File: src/include/acst_pkg.sv
// acst_pkg: constants and carrier types for the serial configuration port
// assumes: included before every design file of the block
package acst_pkg;
  // register offsets (13-bit address space)
  localparam logic [12:0] ADDR_PORT_CFG   = 13'h0000;
  localparam logic [12:0] ADDR_CHIP_ID    = 13'h0001;
  localparam logic [12:0] ADDR_CHAN_INDEX = 13'h0005;
  localparam logic [12:0] ADDR_TEST_PAT   = 13'h000D;
  localparam logic [12:0] ADDR_SELF_TEST  = 13'h000E;
  localparam logic [12:0] ADDR_OFFS_ADJ   = 13'h0010;
  localparam logic [12:0] ADDR_FINE_DLY   = 13'h0037;
  localparam logic [12:0] ADDR_COARSE_DLY = 13'h0038;
  localparam logic [12:0] ADDR_TRANSFER   = 13'h00FF;
  // reset values
  localparam logic [7:0]  PORT_CFG_RST    = 8'h18;
  localparam logic [7:0]  CHAN_INDEX_RST  = 8'h03;
  localparam logic [7:0]  ZERO_RST        = 8'h00;
  // field positions
  localparam int BIT_LSB_FIRST  = 6;
  localparam int BIT_LSB_FIRST2 = 1;
  localparam int BIT_ST_GO      = 0;
  localparam int BIT_ST_INIT    = 2;
  localparam int BIT_PAT_RST_A  = 4;
  localparam int BIT_PAT_RST_B  = 5;
  localparam int BIT_XFER       = 0;
  localparam int BIT_CHAN1      = 0;
  localparam int BIT_CHAN2      = 1;
  localparam int INSTR_BITS     = 16;
  // self-test
  localparam int           SELF_TEST_CYCLES = 512;
  localparam logic [15:0]  LFSR_SEED        = 16'hACE1;
  localparam logic [15:0]  CRC_SEED         = 16'hFFFF;
  localparam logic [15:0]  CRC_POLY         = 16'h1021;

  typedef enum logic [3:0] {
    ST_IDLE  = 4'b0001,
    ST_INSTR = 4'b0010,
    ST_WRITE = 4'b0100,
    ST_READ  = 4'b1000
  } acst_state_t;

  typedef struct packed {
    logic        write;
    logic [7:0]  data;
    logic [12:0] addr;
  } acst_access_t;
endpackage

File: src/design/acst_config_port.sv
// acst_config_port: three-wire serial configuration port, register file,
// self-test and output test-pattern control of a two-core converter.
// assumes: serial pins are asynchronous to sys_clk and far slower than it
// Notes on behaviour
// RL1: output-disable high three-states both data buses
// RL2: self-test feeds pseudorandom data, accumulates CRC
// RL3: self-test runs exactly 512 cycles, then stops
// RL4: signature match sets pass bit, else clears
// RL5: writing 0x05 starts test with generator reseed
// RL6: enable bit clears itself when test completes
// RL7: without init, generator continues from last value
// RL8: data outputs show pseudorandom data during test
// RL9: test mode replaces converter data with pattern
// RL10: pattern bits 4/5 reset pattern generators
// RL11: test patterns run on sample clock, ignore input
// RL12: frame starts on select fall then clock rise
// RL13: select held low keeps port streaming
// RL14: select high between bytes stalls, then resumes
// RL15: select tied high floats pins, enables straps
// RL16: 16-bit instruction, then data per word-length
// RL17: data in bytes; first bit is read/write
// RL18: readback turns data pin around, master releases
// RL19: bit order MSB first, LSB first configurable
// RL20: strap high at power-on gives full power-down
// RL21: master keeps port idle during sampling
// RL22: program registers shadowed, applied on transfer write
// RL23: channel index selects local register copies
// RL24: instruction: r/w, two length bits, 13-bit address
// RL25: sample on rising clock, drive on falling
`timescale 1ns/1ps
module acst_config_port
  import acst_pkg::*;
#(
  parameter logic [7:0]  CHIP_ID  = 8'h5A, // arbitrary value
  parameter logic [15:0] EXPECTED = 16'h0000
) (
  // clock and reset
  input  wire logic       sys_clk,
  input  wire logic       rst_n,
  // serial link
  input  wire logic       sclk,
  input  wire logic       portSelect_n,
  input  wire logic       sdioIn,
  output logic            sdioOut,
  output logic            sdioOe,
  // static controls
  input  wire logic       outputDisable,
  // converter data in, per core
  input  wire logic [7:0] adcDataA,
  input  wire logic [7:0] adcDataB,
  // data buses out
  output logic [7:0]      dataOutA,
  output logic [7:0]      dataOutB,
  output logic            dataOe,
  // status and applied settings
  output logic            fullPowerDown,
  output logic [7:0]      offsetAdjA,
  output logic [7:0]      offsetAdjB,
  output logic [7:0]      fineDelay,
  output logic [7:0]      coarseDelay
);
  logic [1:0] rstPipe;
  logic       rstSync_n;
  logic [2:0] sclkPipe, csPipe, sdiPipe;
  logic       sclkS, csS, sdiS, sclkPrev, csPrev;
  logic       sclkRise, sclkFall, csFall;

  always_ff @(posedge sys_clk or negedge rst_n) begin
    if (!rst_n) rstPipe <= 2'b00;
    else        rstPipe <= {rstPipe[0], 1'b1};
  end
  assign rstSync_n = rstPipe[1];

  // two-flop synchronisers; only stage 2 onward is read
  always_ff @(posedge sys_clk or negedge rstSync_n) begin
    if (!rstSync_n) begin
      sclkPipe <= 3'b000;
      csPipe   <= 3'b111;
      sdiPipe  <= 3'b000;
    end else begin
      sclkPipe <= {sclkPipe[1:0], sclk};
      csPipe   <= {csPipe[1:0], portSelect_n};
      sdiPipe  <= {sdiPipe[1:0], sdioIn};
    end
  end
  assign sclkS    = sclkPipe[1];
  assign sclkPrev = sclkPipe[2];
  assign csS      = csPipe[1];
  assign csPrev   = csPipe[2];
  assign sdiS     = sdiPipe[1];
  assign sclkRise = !csS && sclkS && !sclkPrev; // see RL25
  assign sclkFall = !csS && !sclkS && sclkPrev; // see RL25
  assign csFall   = csPrev && !csS;

  // strap capture at release of reset
  // waits until the synchroniser holds the pin, not its own reset value
  logic       strapPd_reg, selectSeenLow_reg;
  logic [1:0] strapWait_reg;
  always_ff @(posedge sys_clk or negedge rstSync_n) begin
    if (!rstSync_n) begin
      strapWait_reg     <= 2'b00;
      strapPd_reg       <= 1'b0;
      selectSeenLow_reg <= 1'b0;
    end else begin
      if (strapWait_reg != 2'b11) strapWait_reg <= strapWait_reg + 2'd1;
      if (strapWait_reg == 2'b10) strapPd_reg <= sdiS; // see RL20
      if (!csS) selectSeenLow_reg <= 1'b1;
    end
  end
  // port never used: strap functions stay in force
  assign fullPowerDown = strapPd_reg && !selectSeenLow_reg; // see RL15 see RL20

  // serial engine
  acst_state_t state_reg, stateNext;
  logic [15:0] shift_reg;
  logic [4:0]  bitCnt_reg;
  logic [12:0] addr_reg;
  logic        isRead_reg;
  logic [1:0]  wlen_reg;
  logic [1:0]  bytesDone_reg;
  logic [7:0]  txByte_reg;
  logic        txLoad_reg;
  logic        lsbFirst;
  logic        instrDone, byteDone, lastByte;
  logic [7:0]  rxByte, readData, rxRaw;
  logic        wrStrobe;

  // the eighth bit is still in the synchroniser at the byte-done edge
  assign rxRaw = {shift_reg[6:0], sdiS};
  always_comb begin
    rxByte = rxRaw;
    if (lsbFirst) begin
      for (int i = 0; i < 8; i++) rxByte[i] = rxRaw[7 - i]; // see RL19
    end
  end

  assign instrDone = sclkRise && state_reg == ST_INSTR
                     && bitCnt_reg == 5'(INSTR_BITS - 1); // see RL16
  assign byteDone  = sclkRise && (state_reg == ST_WRITE || state_reg == ST_READ)
                     && bitCnt_reg == 5'd7; // see RL17
  // word-length 11 streams; no byte ends the frame, and select high only stalls it
  assign lastByte  = wlen_reg != 2'b11 && bytesDone_reg == wlen_reg; // see RL24
  assign wrStrobe  = byteDone && state_reg == ST_WRITE;

  always_comb begin
    stateNext = state_reg;
    case (state_reg)
      ST_IDLE:  if (csFall || (!csS && sclkRise)) stateNext = ST_INSTR; // see RL12
      ST_INSTR: if (instrDone) stateNext = shift_reg[14] ? ST_READ : ST_WRITE;
      ST_WRITE: if (byteDone && lastByte) stateNext = ST_IDLE;
      ST_READ:  if (byteDone && lastByte) stateNext = ST_IDLE;
      default:  stateNext = ST_IDLE;
    endcase
  end

  // select high between bytes only stalls; frame resumes when low again
  always_ff @(posedge sys_clk or negedge rstSync_n) begin
    if (!rstSync_n) begin
      state_reg     <= ST_IDLE;
      shift_reg     <= 16'h0000;
      bitCnt_reg    <= 5'd0;
      addr_reg      <= 13'h0000;
      isRead_reg    <= 1'b0;
      wlen_reg      <= 2'b00;
      bytesDone_reg <= 2'b00;
    end else begin
      state_reg <= stateNext; // see RL13 see RL14
      if (sclkRise) begin
        shift_reg  <= {shift_reg[14:0], sdiS};
        bitCnt_reg <= (instrDone || byteDone) ? 5'd0 : bitCnt_reg + 5'd1;
      end
      if (instrDone) begin
        isRead_reg    <= shift_reg[14]; // see RL24
        wlen_reg      <= shift_reg[13:12];
        addr_reg      <= {shift_reg[11:0], sdiS};
        bytesDone_reg <= 2'b00;
      end
      if (byteDone) begin
        // addresses walk downward in MSB-first, upward in LSB-first
        addr_reg      <= lsbFirst ? addr_reg + 13'd1 : addr_reg - 13'd1;
        bytesDone_reg <= bytesDone_reg + 2'd1;
      end
    end
  end

  // readback shifter, loaded after the rise that ends the instruction or a byte, shifted on falling sclk
  always_ff @(posedge sys_clk or negedge rstSync_n) begin
    if (!rstSync_n) begin
      txByte_reg <= 8'h00;
      txLoad_reg <= 1'b0;
      sdioOut    <= 1'b0;
      sdioOe     <= 1'b0;
    end else begin
      // load a cycle late, once the address register has moved on
      txLoad_reg <= instrDone || byteDone;
      if (txLoad_reg) txByte_reg <= readData;
      if (state_reg != ST_READ || csS) begin
        sdioOe <= 1'b0; // see RL15
      end else if (sclkFall) begin
        sdioOe     <= 1'b1; // see RL18
        sdioOut    <= lsbFirst ? txByte_reg[0] : txByte_reg[7]; // see RL25
        txByte_reg <= lsbFirst ? {1'b0, txByte_reg[7:1]}
                               : {txByte_reg[6:0], 1'b0};
      end
    end
  end

  // register file
  logic [7:0] portCfg_reg, chanIdx_reg, xfer_reg;
  logic [7:0] shPat_reg, shOffA_reg, shOffB_reg, shFine_reg, shCoarse_reg;
  logic [7:0] pattern_reg, selfTest_reg;
  logic       stRunning, stDone, stPass;
  logic [15:0] pnData;
  logic       stStart;
  logic [12:0] wrAddr;

  assign lsbFirst = portCfg_reg[BIT_LSB_FIRST] | portCfg_reg[BIT_LSB_FIRST2];
  assign wrAddr   = addr_reg;
  assign stStart  = wrStrobe && wrAddr == ADDR_SELF_TEST && rxByte[BIT_ST_GO];

  always_comb begin
    case (addr_reg)
      ADDR_PORT_CFG:   readData = portCfg_reg;
      ADDR_CHIP_ID:    readData = CHIP_ID;
      ADDR_CHAN_INDEX: readData = chanIdx_reg;
      ADDR_TEST_PAT:   readData = shPat_reg;
      ADDR_SELF_TEST:  readData = {selfTest_reg[7:1],
                                   stRunning | stPass};
      // both channels selected reads channel 1
      ADDR_OFFS_ADJ:   readData = chanIdx_reg[BIT_CHAN1] ? shOffA_reg
                                                         : shOffB_reg; // see RL23
      ADDR_FINE_DLY:   readData = shFine_reg;
      ADDR_COARSE_DLY: readData = shCoarse_reg;
      ADDR_TRANSFER:   readData = xfer_reg;
      default:         readData = 8'h00;
    endcase
  end

  always_ff @(posedge sys_clk or negedge rstSync_n) begin
    if (!rstSync_n) begin
      portCfg_reg  <= PORT_CFG_RST;
      chanIdx_reg  <= CHAN_INDEX_RST;
      xfer_reg     <= ZERO_RST;
      shPat_reg    <= ZERO_RST;
      shOffA_reg   <= ZERO_RST;
      shOffB_reg   <= ZERO_RST;
      shFine_reg   <= ZERO_RST;
      shCoarse_reg <= ZERO_RST;
      selfTest_reg <= ZERO_RST;
    end else begin
      xfer_reg <= ZERO_RST; // see RL22
      // a new start written in the same cycle wins over the clear
      if (stDone) selfTest_reg[BIT_ST_GO] <= 1'b0; // see RL6
      if (wrStrobe) begin
        case (wrAddr)
          ADDR_PORT_CFG:   portCfg_reg <= rxByte;
          ADDR_CHAN_INDEX: chanIdx_reg <= rxByte;
          ADDR_TEST_PAT:   shPat_reg   <= rxByte;
          ADDR_SELF_TEST:  selfTest_reg <= rxByte;
          ADDR_OFFS_ADJ: begin
            if (chanIdx_reg[BIT_CHAN1]) shOffA_reg <= rxByte; // see RL23
            if (chanIdx_reg[BIT_CHAN2]) shOffB_reg <= rxByte; // see RL23
          end
          ADDR_FINE_DLY:   shFine_reg   <= rxByte;
          ADDR_COARSE_DLY: shCoarse_reg <= rxByte;
          ADDR_TRANSFER:   xfer_reg     <= rxByte;
          default:         xfer_reg     <= ZERO_RST;
        endcase
      end
    end
  end

  // live copies updated together on transfer
  logic xferHit;
  assign xferHit = xfer_reg[BIT_XFER];
  always_ff @(posedge sys_clk or negedge rstSync_n) begin
    if (!rstSync_n) begin
      pattern_reg <= ZERO_RST;
      offsetAdjA  <= ZERO_RST;
      offsetAdjB  <= ZERO_RST;
      fineDelay   <= ZERO_RST;
      coarseDelay <= ZERO_RST;
    end else if (xferHit) begin
      pattern_reg <= shPat_reg; // see RL22
      offsetAdjA  <= shOffA_reg;
      offsetAdjB  <= shOffB_reg;
      fineDelay   <= shFine_reg;
      coarseDelay <= shCoarse_reg;
    end
  end

  acst_self_test #(
    .CYCLES   (SELF_TEST_CYCLES),
    .EXPECTED (EXPECTED)
  ) u_selfTest (
    .sys_clk   (sys_clk),
    .rstSync_n (rstSync_n),
    .start     (stStart),
    .reseed    (rxByte[BIT_ST_INIT]),
    .running   (stRunning),
    .done      (stDone),
    .pass      (stPass),
    .pnData    (pnData)
  );

  // pattern generators on sys_clk, standing in for the sample clock
  logic [7:0] patA_reg, patB_reg, patSelA, patSelB;
  logic       patRstA, patRstB;
  assign patRstA = pattern_reg[BIT_PAT_RST_A];
  assign patRstB = pattern_reg[BIT_PAT_RST_B];
  always_ff @(posedge sys_clk or negedge rstSync_n) begin
    if (!rstSync_n) begin
      patA_reg <= 8'hFF;
      patB_reg <= 8'hFF;
    end else begin
      patA_reg <= patRstA ? 8'hFF
                  : {patA_reg[6:0], patA_reg[7] ^ patA_reg[5]}; // see RL10
      patB_reg <= patRstB ? 8'hFF
                  : {patB_reg[6:0], patB_reg[7] ^ patB_reg[3]}; // see RL10
    end
  end

  // analog data ignored whenever a pattern is selected
  always_comb begin
    case (pattern_reg[3:0])
      4'h0:    begin patSelA = adcDataA; patSelB = adcDataB; end
      4'h1:    begin patSelA = 8'h80;    patSelB = 8'h80;    end
      4'h2:    begin patSelA = 8'hFF;    patSelB = 8'hFF;    end
      4'h3:    begin patSelA = 8'h00;    patSelB = 8'h00;    end
      4'h4:    begin patSelA = 8'hAA;    patSelB = 8'h55;    end
      4'h5:    begin patSelA = patA_reg; patSelB = patA_reg; end
      default: begin patSelA = patB_reg; patSelB = patB_reg; end
    endcase
  end

  always_ff @(posedge sys_clk or negedge rstSync_n) begin
    if (!rstSync_n) begin
      dataOutA <= 8'h00;
      dataOutB <= 8'h00;
    end else if (stRunning) begin
      dataOutA <= pnData[7:0];  // see RL8
      dataOutB <= pnData[15:8]; // see RL8
    end else begin
      dataOutA <= patSelA; // see RL9 see RL11
      dataOutB <= patSelB; // see RL9 see RL11
    end
  end
  assign dataOe = !outputDisable && !fullPowerDown; // see RL1
endmodule

File: src/design/acst_self_test.sv
// acst_self_test: pseudorandom source, CRC signature and pass flag
// assumes: start is a one-cycle pulse on sys_clk, rstSync_n synchronous copy
`timescale 1ns/1ps
module acst_self_test
  import acst_pkg::*;
#(
  parameter int          CYCLES   = SELF_TEST_CYCLES,
  parameter logic [15:0] EXPECTED = 16'h0000
) (
  // clock and reset
  input  wire logic       sys_clk,
  input  wire logic       rstSync_n,
  // control
  input  wire logic       start,
  input  wire logic       reseed,
  // status and data
  output logic            running,
  output logic            done,
  output logic            pass,
  output logic [15:0]     pnData
);
  initial begin
    if (CYCLES < 1 || CYCLES > 65535) $error("bad self-test length");
  end

  logic [15:0] lfsr_reg;
  logic [15:0] lfsrNext;
  logic [15:0] crc_reg;
  logic [15:0] crcNext;
  logic [15:0] count_reg;
  logic        lastCycle;

  function automatic logic [15:0] crcStep(input logic [15:0] c,
                                          input logic [15:0] d);
    logic [15:0] r;
    r = c;
    for (int i = 15; i >= 0; i--) begin
      r = (r[15] ^ d[i]) ? ((r << 1) ^ CRC_POLY) : (r << 1);
    end
    return r;
  endfunction

  assign lfsrNext  = {lfsr_reg[14:0],
                      lfsr_reg[15] ^ lfsr_reg[13] ^ lfsr_reg[12] ^ lfsr_reg[10]};
  assign crcNext   = crcStep(crc_reg, lfsr_reg);
  assign lastCycle = running && (count_reg == 16'(CYCLES - 1)); // see RL3
  assign pnData    = lfsr_reg;

  always_ff @(posedge sys_clk or negedge rstSync_n) begin
    if (!rstSync_n) begin
      lfsr_reg  <= LFSR_SEED;
      crc_reg   <= CRC_SEED;
      count_reg <= 16'h0000;
      running   <= 1'b0;
      done      <= 1'b0;
      pass      <= 1'b0;
    end else begin
      // a restart in the last cycle must not report the old run as done
      done <= lastCycle && !start;
      if (start) begin
        running   <= 1'b1;
        count_reg <= 16'h0000;
        crc_reg   <= CRC_SEED;
        // without reseed the source carries on from its last value
        if (reseed) lfsr_reg <= LFSR_SEED; // see RL5 see RL7
      end else if (running) begin
        lfsr_reg  <= lfsrNext; // see RL2
        crc_reg   <= crcNext;  // see RL2
        count_reg <= count_reg + 16'h0001;
        if (lastCycle) begin
          running <= 1'b0; // see RL3
          pass    <= (crcNext == EXPECTED); // see RL4
        end
      end
    end
  end
endmodule

File: config.mk
export PLATFORM = sky130hd
export DESIGN_NAME = acst_config_port
export DESIGN_NICKNAME = d
export VERILOG_FILES = /design/src/include/acst_pkg.sv /design/src/design/acst_config_port.sv /design/src/design/acst_self_test.sv
export SDC_FILE = /design/constraint.sdc
export NUM_CORES = 1
export LEC_CHECK = 0
export ABC_AREA = 0
export BUFFER_PORTS_ARGS = -buffer_cell sky130_fd_sc_hd__buf_2
export CORE_AREA = 2 2 178 180
export DETAILED_ROUTE_END_ITERATION = 16
export DIE_AREA = 0 0 180 182
export SYNTH_ARGS = -nofsm -noshare
export SYNTH_HDL_FRONTEND = slang
export SYNTH_SLANG_ARGS = --single-unit
export TNS_END_PERCENT = 50
File: constraint.sdc
create_clock -name sys_clk -period 10 [get_ports sys_clk]
set_input_delay 0.5 -clock sys_clk [delete_from_list [all_inputs] [get_ports sys_clk]]
set_output_delay 0.5 -clock sys_clk [all_outputs]
set_load 0.1 [all_outputs]
==> results.yml, run 1 <==
status:
  status: "complete, no violations"
placement:
  post-dp-hpwl_um: 20210
  gp_routability_congestion: 0.8764
  dpl-instance-area_mm2: 0.01290
  dp_slack_ns: 6.777
  place.port_buffers: 73
  place_inst: 1620
clocking:
  cts_buffer_depth: 3
  numClockSinks: 257
  cts.repair_timing.setup_buffer_count: 0
  cts.root.buffer_cell: "clkbuf_16"
  cts_buffers: 28
  cts_tree: "done"
  number_of_gates_resized_after_cts: 0
  clock_transition_at_path_regs_ns: 0.06
  worstSkewPairLatency_ns: 0.54
  h-tree-depth: 1
logic_synthesis:
  post_synthesis_mean_instance_area_um2: 10.22
  netlist.top_cell.by_area: "dfrtp_1"
  synthesis.instances: 1191
  synthFlopType: "dfrtp_1"
  synth_area_mm2: 0.01217
  yosysUniqueCellTypes: 78
  synth.net_count: 1223
  synth.ff_latch_count: 257
  ys_async_sr_fraction_pct: 100.0
  synth_top_cell_area_share_pct: 42.99
  synth_area_leaders: "dfrtp_1, dfstp_2, nand2_1, mux2_2, xnor2_1"
  count_of_yosys_warnings_during_synthesis: 0
  synth_enable_flop_cells: 0
  seq_area_frac_synth_pct: 53.35
timing:
  timing.final.ws_setup_ns: 6.765
  timing.final.crit_share_pct: 32.35
  max_slew_margin_vs_limit_pct: 15.29
  measured_slew_at_the_worst_slew_check_pin_ns: 1.235
  setup-tns-final_ns: 0
  rsz0062_at_grt: "no"
  skew_ns: 0.009260
  clock.fmax_mhz: 309.1
  timing.final.crit_period_ns: 3.235
  setup_violations: 0
  slew_violations: 0
  hold_viol_final: 0
global_routing:
  grt.total_usage_pct: 17.78
  grt_start_max_net_pins: 85
  grt_first_pass_wirelength_um: 47670
  grt.overflow.total: 0
  number_of_global_route_vias_before_repair: 8692
  grt_antenna_before_repair: 0
floorplan:
  die-area_mm2: 0.03276
  core_mm2: 0.03099
  start_util_pct: 39.27
  floorplan.io_pins: 74
  floorplan.die.height_um: 182
  row_count: 65
  chipWidth_um: 180
min_path:
  hold_path.class: "in2reg"
  timing.hold.worst_path_depth: 1
  min-delay-start: "portSelect_n"
  min_delay_worst_endpoint: "csPipe[0]"
worst_setup_path:
  timing.critical_path.to_type: "register"
  crit_required_ns: 10.47
  reg2reg_to: "u_selfTest.pnData[3]"
  criticalPathCategory: "reg2reg"
  worstRegToRegCells: 7
  crit_path_max_fanout: 17
  critPathArrivalTime_ns: 3.71
  critical_path.reg2reg.startpoint: "addr_reg[5]"
  critPathLaunchType: "register"
  setup.reg_to_reg.worst_slack_ns: 6.76
routing:
  route.final.wire_length_um: 29360
  drt-wirelength-per-cell_um: 17.55
  detailroute.via_count: 8993
  drcViolationCount: 0
  final_antenna_net_count: 0
  route.detailed.vias_per_inst: 5.375
  drt_pass1_iterations: 5
  drt_first_iter_violations: 591
finish:
  final_net_count: 1281
  post_route_cells_drive_above_1_share_pct: 21.79
  synthToLayoutAreaGrowth_pct: 14.26
  n_antenna_cell: 0
  final_design_area_no_fill_mm2: 0.01390
  post_layout_nonfiller_instances: 1673
  layout.core_utilization_pct: 44.87
power_and_ir_drop:
  power.leakage_nw: 6.409
  power.density_mw_per_mm2: 176.8
  power.ir.vdd_worst_mv: 0.1195
run:
  max_cap_violations: 0
placed cells by master (no fill, tap or decap), types with 36 or more instances in the layout:
| cell | count |
|---|---|
| mux2_2 | 46 |
| dfstp_2 | 48 |
| nor2_1 | 94 |
| nand3_1 | 36 |
| a21oi_1 | 81 |
| buf_2 | 73 |
| xnor2_1 | 59 |
| nand2_1 | 186 |
| o21ai_0 | 71 |
| dfrtp_1 | 207 |
area by class of cell:
cell class                      instances  area [um2]
Fill cell                            2903       17080
Sequential cell                       257        6496
Multi-Input combinational cell        845        5320
Clock buffer                           36       782.0
Tap cell                              402       503.0
Timing Repair Buffer                   88       480.5
Clock inverter                         16       211.5
Inverter                               29       108.9
worst max path at each step:
stage / from / to / cells after the start
detailed placement: addr_reg[5] / u_selfTest.pnData[4] / 7
finish: addr_reg[5] / u_selfTest.pnData[3] / 7
CTS: addr_reg[5] / u_selfTest.pnData[4] / 7
global route: addr_reg[5] / u_selfTest.pnData[4] / 7
global placement: addr_reg[5] / u_selfTest.pnData[12] / 7
floorplan: rstPipe[1] / addr_reg[0] / 0
cell families after synthesis:
group | after synthesis | share of synthesized area [%]
AOI/OAI and AO/OA | 265 | 14.15
buffers and inverters | 89 | 3.044
other | 1 | 0.03082
xor gates and xnor gates | 89 | 6.962
muxes | 57 | 5.163
adders and majority gates | 10 | 1.028
and+or+nand+nor | 423 | 16.27
DFF | 257 | 53.35
metrics by stage:
step                hold slack (ns)  total power [W]
global route                0.03061         0.002550
global placement             0.2236         0.001368
CTS                         0.03448         0.002475
floorplan                    0.2044         0.001292
finish                      0.05905         0.002457
detailed placement           0.2257         0.001371
power by group:
group / switching, W / leakage [nW] / internal [W] / total [W]
sequential: 0.0000381 / 3.33 / 0.00107 / 0.00111
clock: 0.000422 / 0.494 / 0.000680 / 0.00110
combinational: 0.000175 / 2.59 / 0.0000680 / 0.000243
worst max-delay path, stage by stage, from the launching register on:
cell	delay [ns]
dfrtp_1	0.51
or4_1	0.70
nor4_4	0.57
nand2_4	0.23
nor2_4	0.36
nor2_1	0.29
a31oi_4	0.32
a22o_1	0.18
repair_timing:
action / 4_1_cts / 5_1_grt
hold buffers: 1 / 0
endpoints found under the hold margin: 2 / 0
endpoints found under the setup margin: 0 / 0
synthesized netlist by cell type, types with 7 or more instances:
cell type / number
nand3_1: 36
nor3_1: 12
a22oi_1: 11
a21oi_1: 81
nand4_1: 8
or2_2: 17
dfstp_2: 48
a211oi_1: 8
a22o_1: 14
inv_1: 28
clkbuf_1: 37
o21ai_0: 71
mux2i_1: 11
dfrtp_1: 209
nand2_1: 186
ha_1: 10
a31oi_1: 10
xnor2_1: 59
buf_2: 11
mux2_2: 46
xor2_1: 23
nor4_1: 7
nor2_1: 94
and3_1: 21
o211ai_1: 11
nand2b_1: 9
routing by layer:
metal / global-route usage [%] / vias to the layer above / wire length [um]
li1: - / 4281 / -
met1: 25.96 / 4437 / 13940
met5: 0 / - / 0
met3: 2.888 / 42 / 1633
met2: 27.71 / 233 / 13210
met4: 4.325 / 0 / 571
(Power assumes the default switching activity.)
==> inputs of run 2 (changes only) <==
==> constraint.sdc (replaced) <==
create_clock -name sys_clk -period 3.2 [get_ports sys_clk]
set_input_delay 0.16 -clock sys_clk [delete_from_list [all_inputs] [get_ports sys_clk]]
set_output_delay 0.16 -clock sys_clk [all_outputs]
set_load 0.1 [all_outputs]
==> run 2 against run 1 <==
  * Sequential share of layout area down 1.0 points
  * Clock skew up 0.012 ns
  * Core utilization up 1.0 points
  * Highest routed layer unchanged
==> results.yml, run 2 (same netlist as run 1, synthesis figures left out) <==
floorplan:
  floorplan.io_pins: 74
  start_util_pct: 39.27
  chipWidth_um: 180
  floorplan.die.height_um: 182
  core_mm2: 0.03099
  die-area_mm2: 0.03276
  row_count: 65
placement:
  post-dp-hpwl_um: 20160
  gp_routability_congestion: 0.9249
  place_inst: 1636
  dp_slack_ns: 0.3561
  place.port_buffers: 73
finish:
  synthToLayoutAreaGrowth_pct: 16.88
  final_net_count: 1316
  post_route_cells_drive_above_1_share_pct: 22.07
  post_layout_nonfiller_instances: 1707
  mostFrequentLayoutCells: "dfrtp_1, nand2_1, nor2_1"
  n_antenna_cell: 0
  final_common_cell: "dfrtp_1"
worst_setup_path:
  critPathLaunchType: "register"
  startpoint_of_the_most_critical_setup_path: "addr_reg[5]"
  worstRegToRegCells: 7
  reg2reg_to: "u_selfTest.pass"
  critical_path.reg2reg.startpoint: "addr_reg[5]"
  timing.critical_path.to_type: "register"
  setup.reg_to_reg.worst_slack_ns: 0.39
  criticalPathCategory: "reg2reg"
  setup.worst_path.end: "u_selfTest.pass"
  crit_path_max_fanout: 18
  critPathArrivalTime_ns: 3.25
  crit_required_ns: 3.65
clocking:
  clock_transition_at_path_regs_ns: 0.06
  cts_tree: "done"
  number_of_gates_resized_after_cts: 0
  h-tree-depth: 1
  cts.root.buffer_cell: "clkbuf_16"
  worstSkewPairLatency_ns: 0.56
  cts_buffers: 28
  numClockSinks: 257
  cts_buffer_depth: 3
routing:
  drt_pass1_iterations: 6
  drt-wirelength-per-cell_um: 17.37
  drcViolationCount: 0
  route.detailed.vias_per_inst: 5.350
  final_antenna_net_count: 0
  route.final.wire_length_um: 29650
  drt_first_iter_violations: 649
  detailroute.via_count: 9132
timing:
  slew_violations: 0
  hold_viol_final: 0
  measured_slew_at_the_worst_slew_check_pin_ns: 0.9536
  max_slew_margin_vs_limit_pct: 36.19
  skew_ns: 0.02164
  rsz0062_at_grt: "no"
  setup_violations: 0
  clock.fmax_mhz: 356.4
  timing.final.crit_share_pct: 87.68
  timing.final.crit_period_ns: 2.806
  setup-tns-final_ns: 0
  timing.final.ws_setup_ns: 0.3943
min_path:
  min-delay-start: "adcDataB[6]"
  hold_path.class: "in2reg"
global_routing:
  number_of_global_route_vias_before_repair: 9014
  grt_antenna_before_repair: 0
  grt.overflow.total: 0
  grt.total_usage_pct: 18.21
  grt_start_max_net_pins: 133
  grt_first_pass_wirelength_um: 49160
power_and_ir_drop:
  power.ir.vdd_worst_mv: 0.3706
  power.density_mw_per_mm2: 540.8
  power.leakage_nw: 6.558
run:
  max_cap_violations: 0
status:
  status: "complete, no violations"
[run 2: cell types whose count changed in the layout (fill, tap and decap cells not counted), moves of 2 or more]
cell and change:
clkbuf_8 +3, buf_4 +14, clkbuf_1 +3, clkinv_2 -7
dlygate4sd3_1 +19, buf_12 +2
[run 2: repair_timing]
item	4_1_cts	5_1_grt
hold buffers	20	0
setup buffers	0	0
hold endpoints to repair	20	0
[run 2: metrics by stage]
stage,hold WS (ns),instance area (um2),total power (W),util (%)
final,0.1392,14220,0.007690,45.89
after global routing,0.1219,14220,0.008004,45.89
after CTS,0.1414,14220,0.007765,45.89
after detailed placement,-0.05049,13040,0.004328,42.08
after global placement,-0.05199,13040,0.004317,42.08
after floorplan,-0.1356,12170,0.004037,-
[run 2: cell type report]
| class | count | area [um2] |
|---|---|---|
| Fill cell | 2892 | 16770 |
| Sequential cell | 257 | 6496 |
| Multi-Input combinational cell | 845 | 5316 |
| Timing Repair Buffer | 123 | 815.8 |
| Clock buffer | 41 | 809.5 |
| Tap cell | 402 | 503.0 |
| Clock inverter | 10 | 170.2 |
| Inverter | 29 | 108.9 |
[run 2: how the worst min path moves through the flow]
stage	end	cells after the start
CTS	dataOutB[6]	3
global placement	rstPipe[0]	1
finish	dataOutB[6]	3
detailed placement	rstPipe[0]	1
global route	dataOutB[6]	3
floorplan	rstPipe[0]	0
[run 2: report_power, final]
part | switching (W) | internal, W
Combinational | 0.000553 | 0.000266
Clock | 0.00132 | 0.00207
Sequential | 0.000119 | 0.00336
Total | 0.00199 | 0.00570
[run 2: worst max-delay path, cell delays in order, from the launching register on]
cell     delay (ns)
dfrtp_1        0.52
or4_1          0.69
nor4_4         0.37
nand2_4        0.18
or2_1          0.53
nand2_8        0.25
o21ai_0        0.10
o41ai_1        0.06
[run 2: routing by layer]
layer	share of wire, %	GRT usage [%]
met2	46	28.75
met3	5.0	3.069
met4	2.4	4.390
met1	47	26.20
met5	0	0
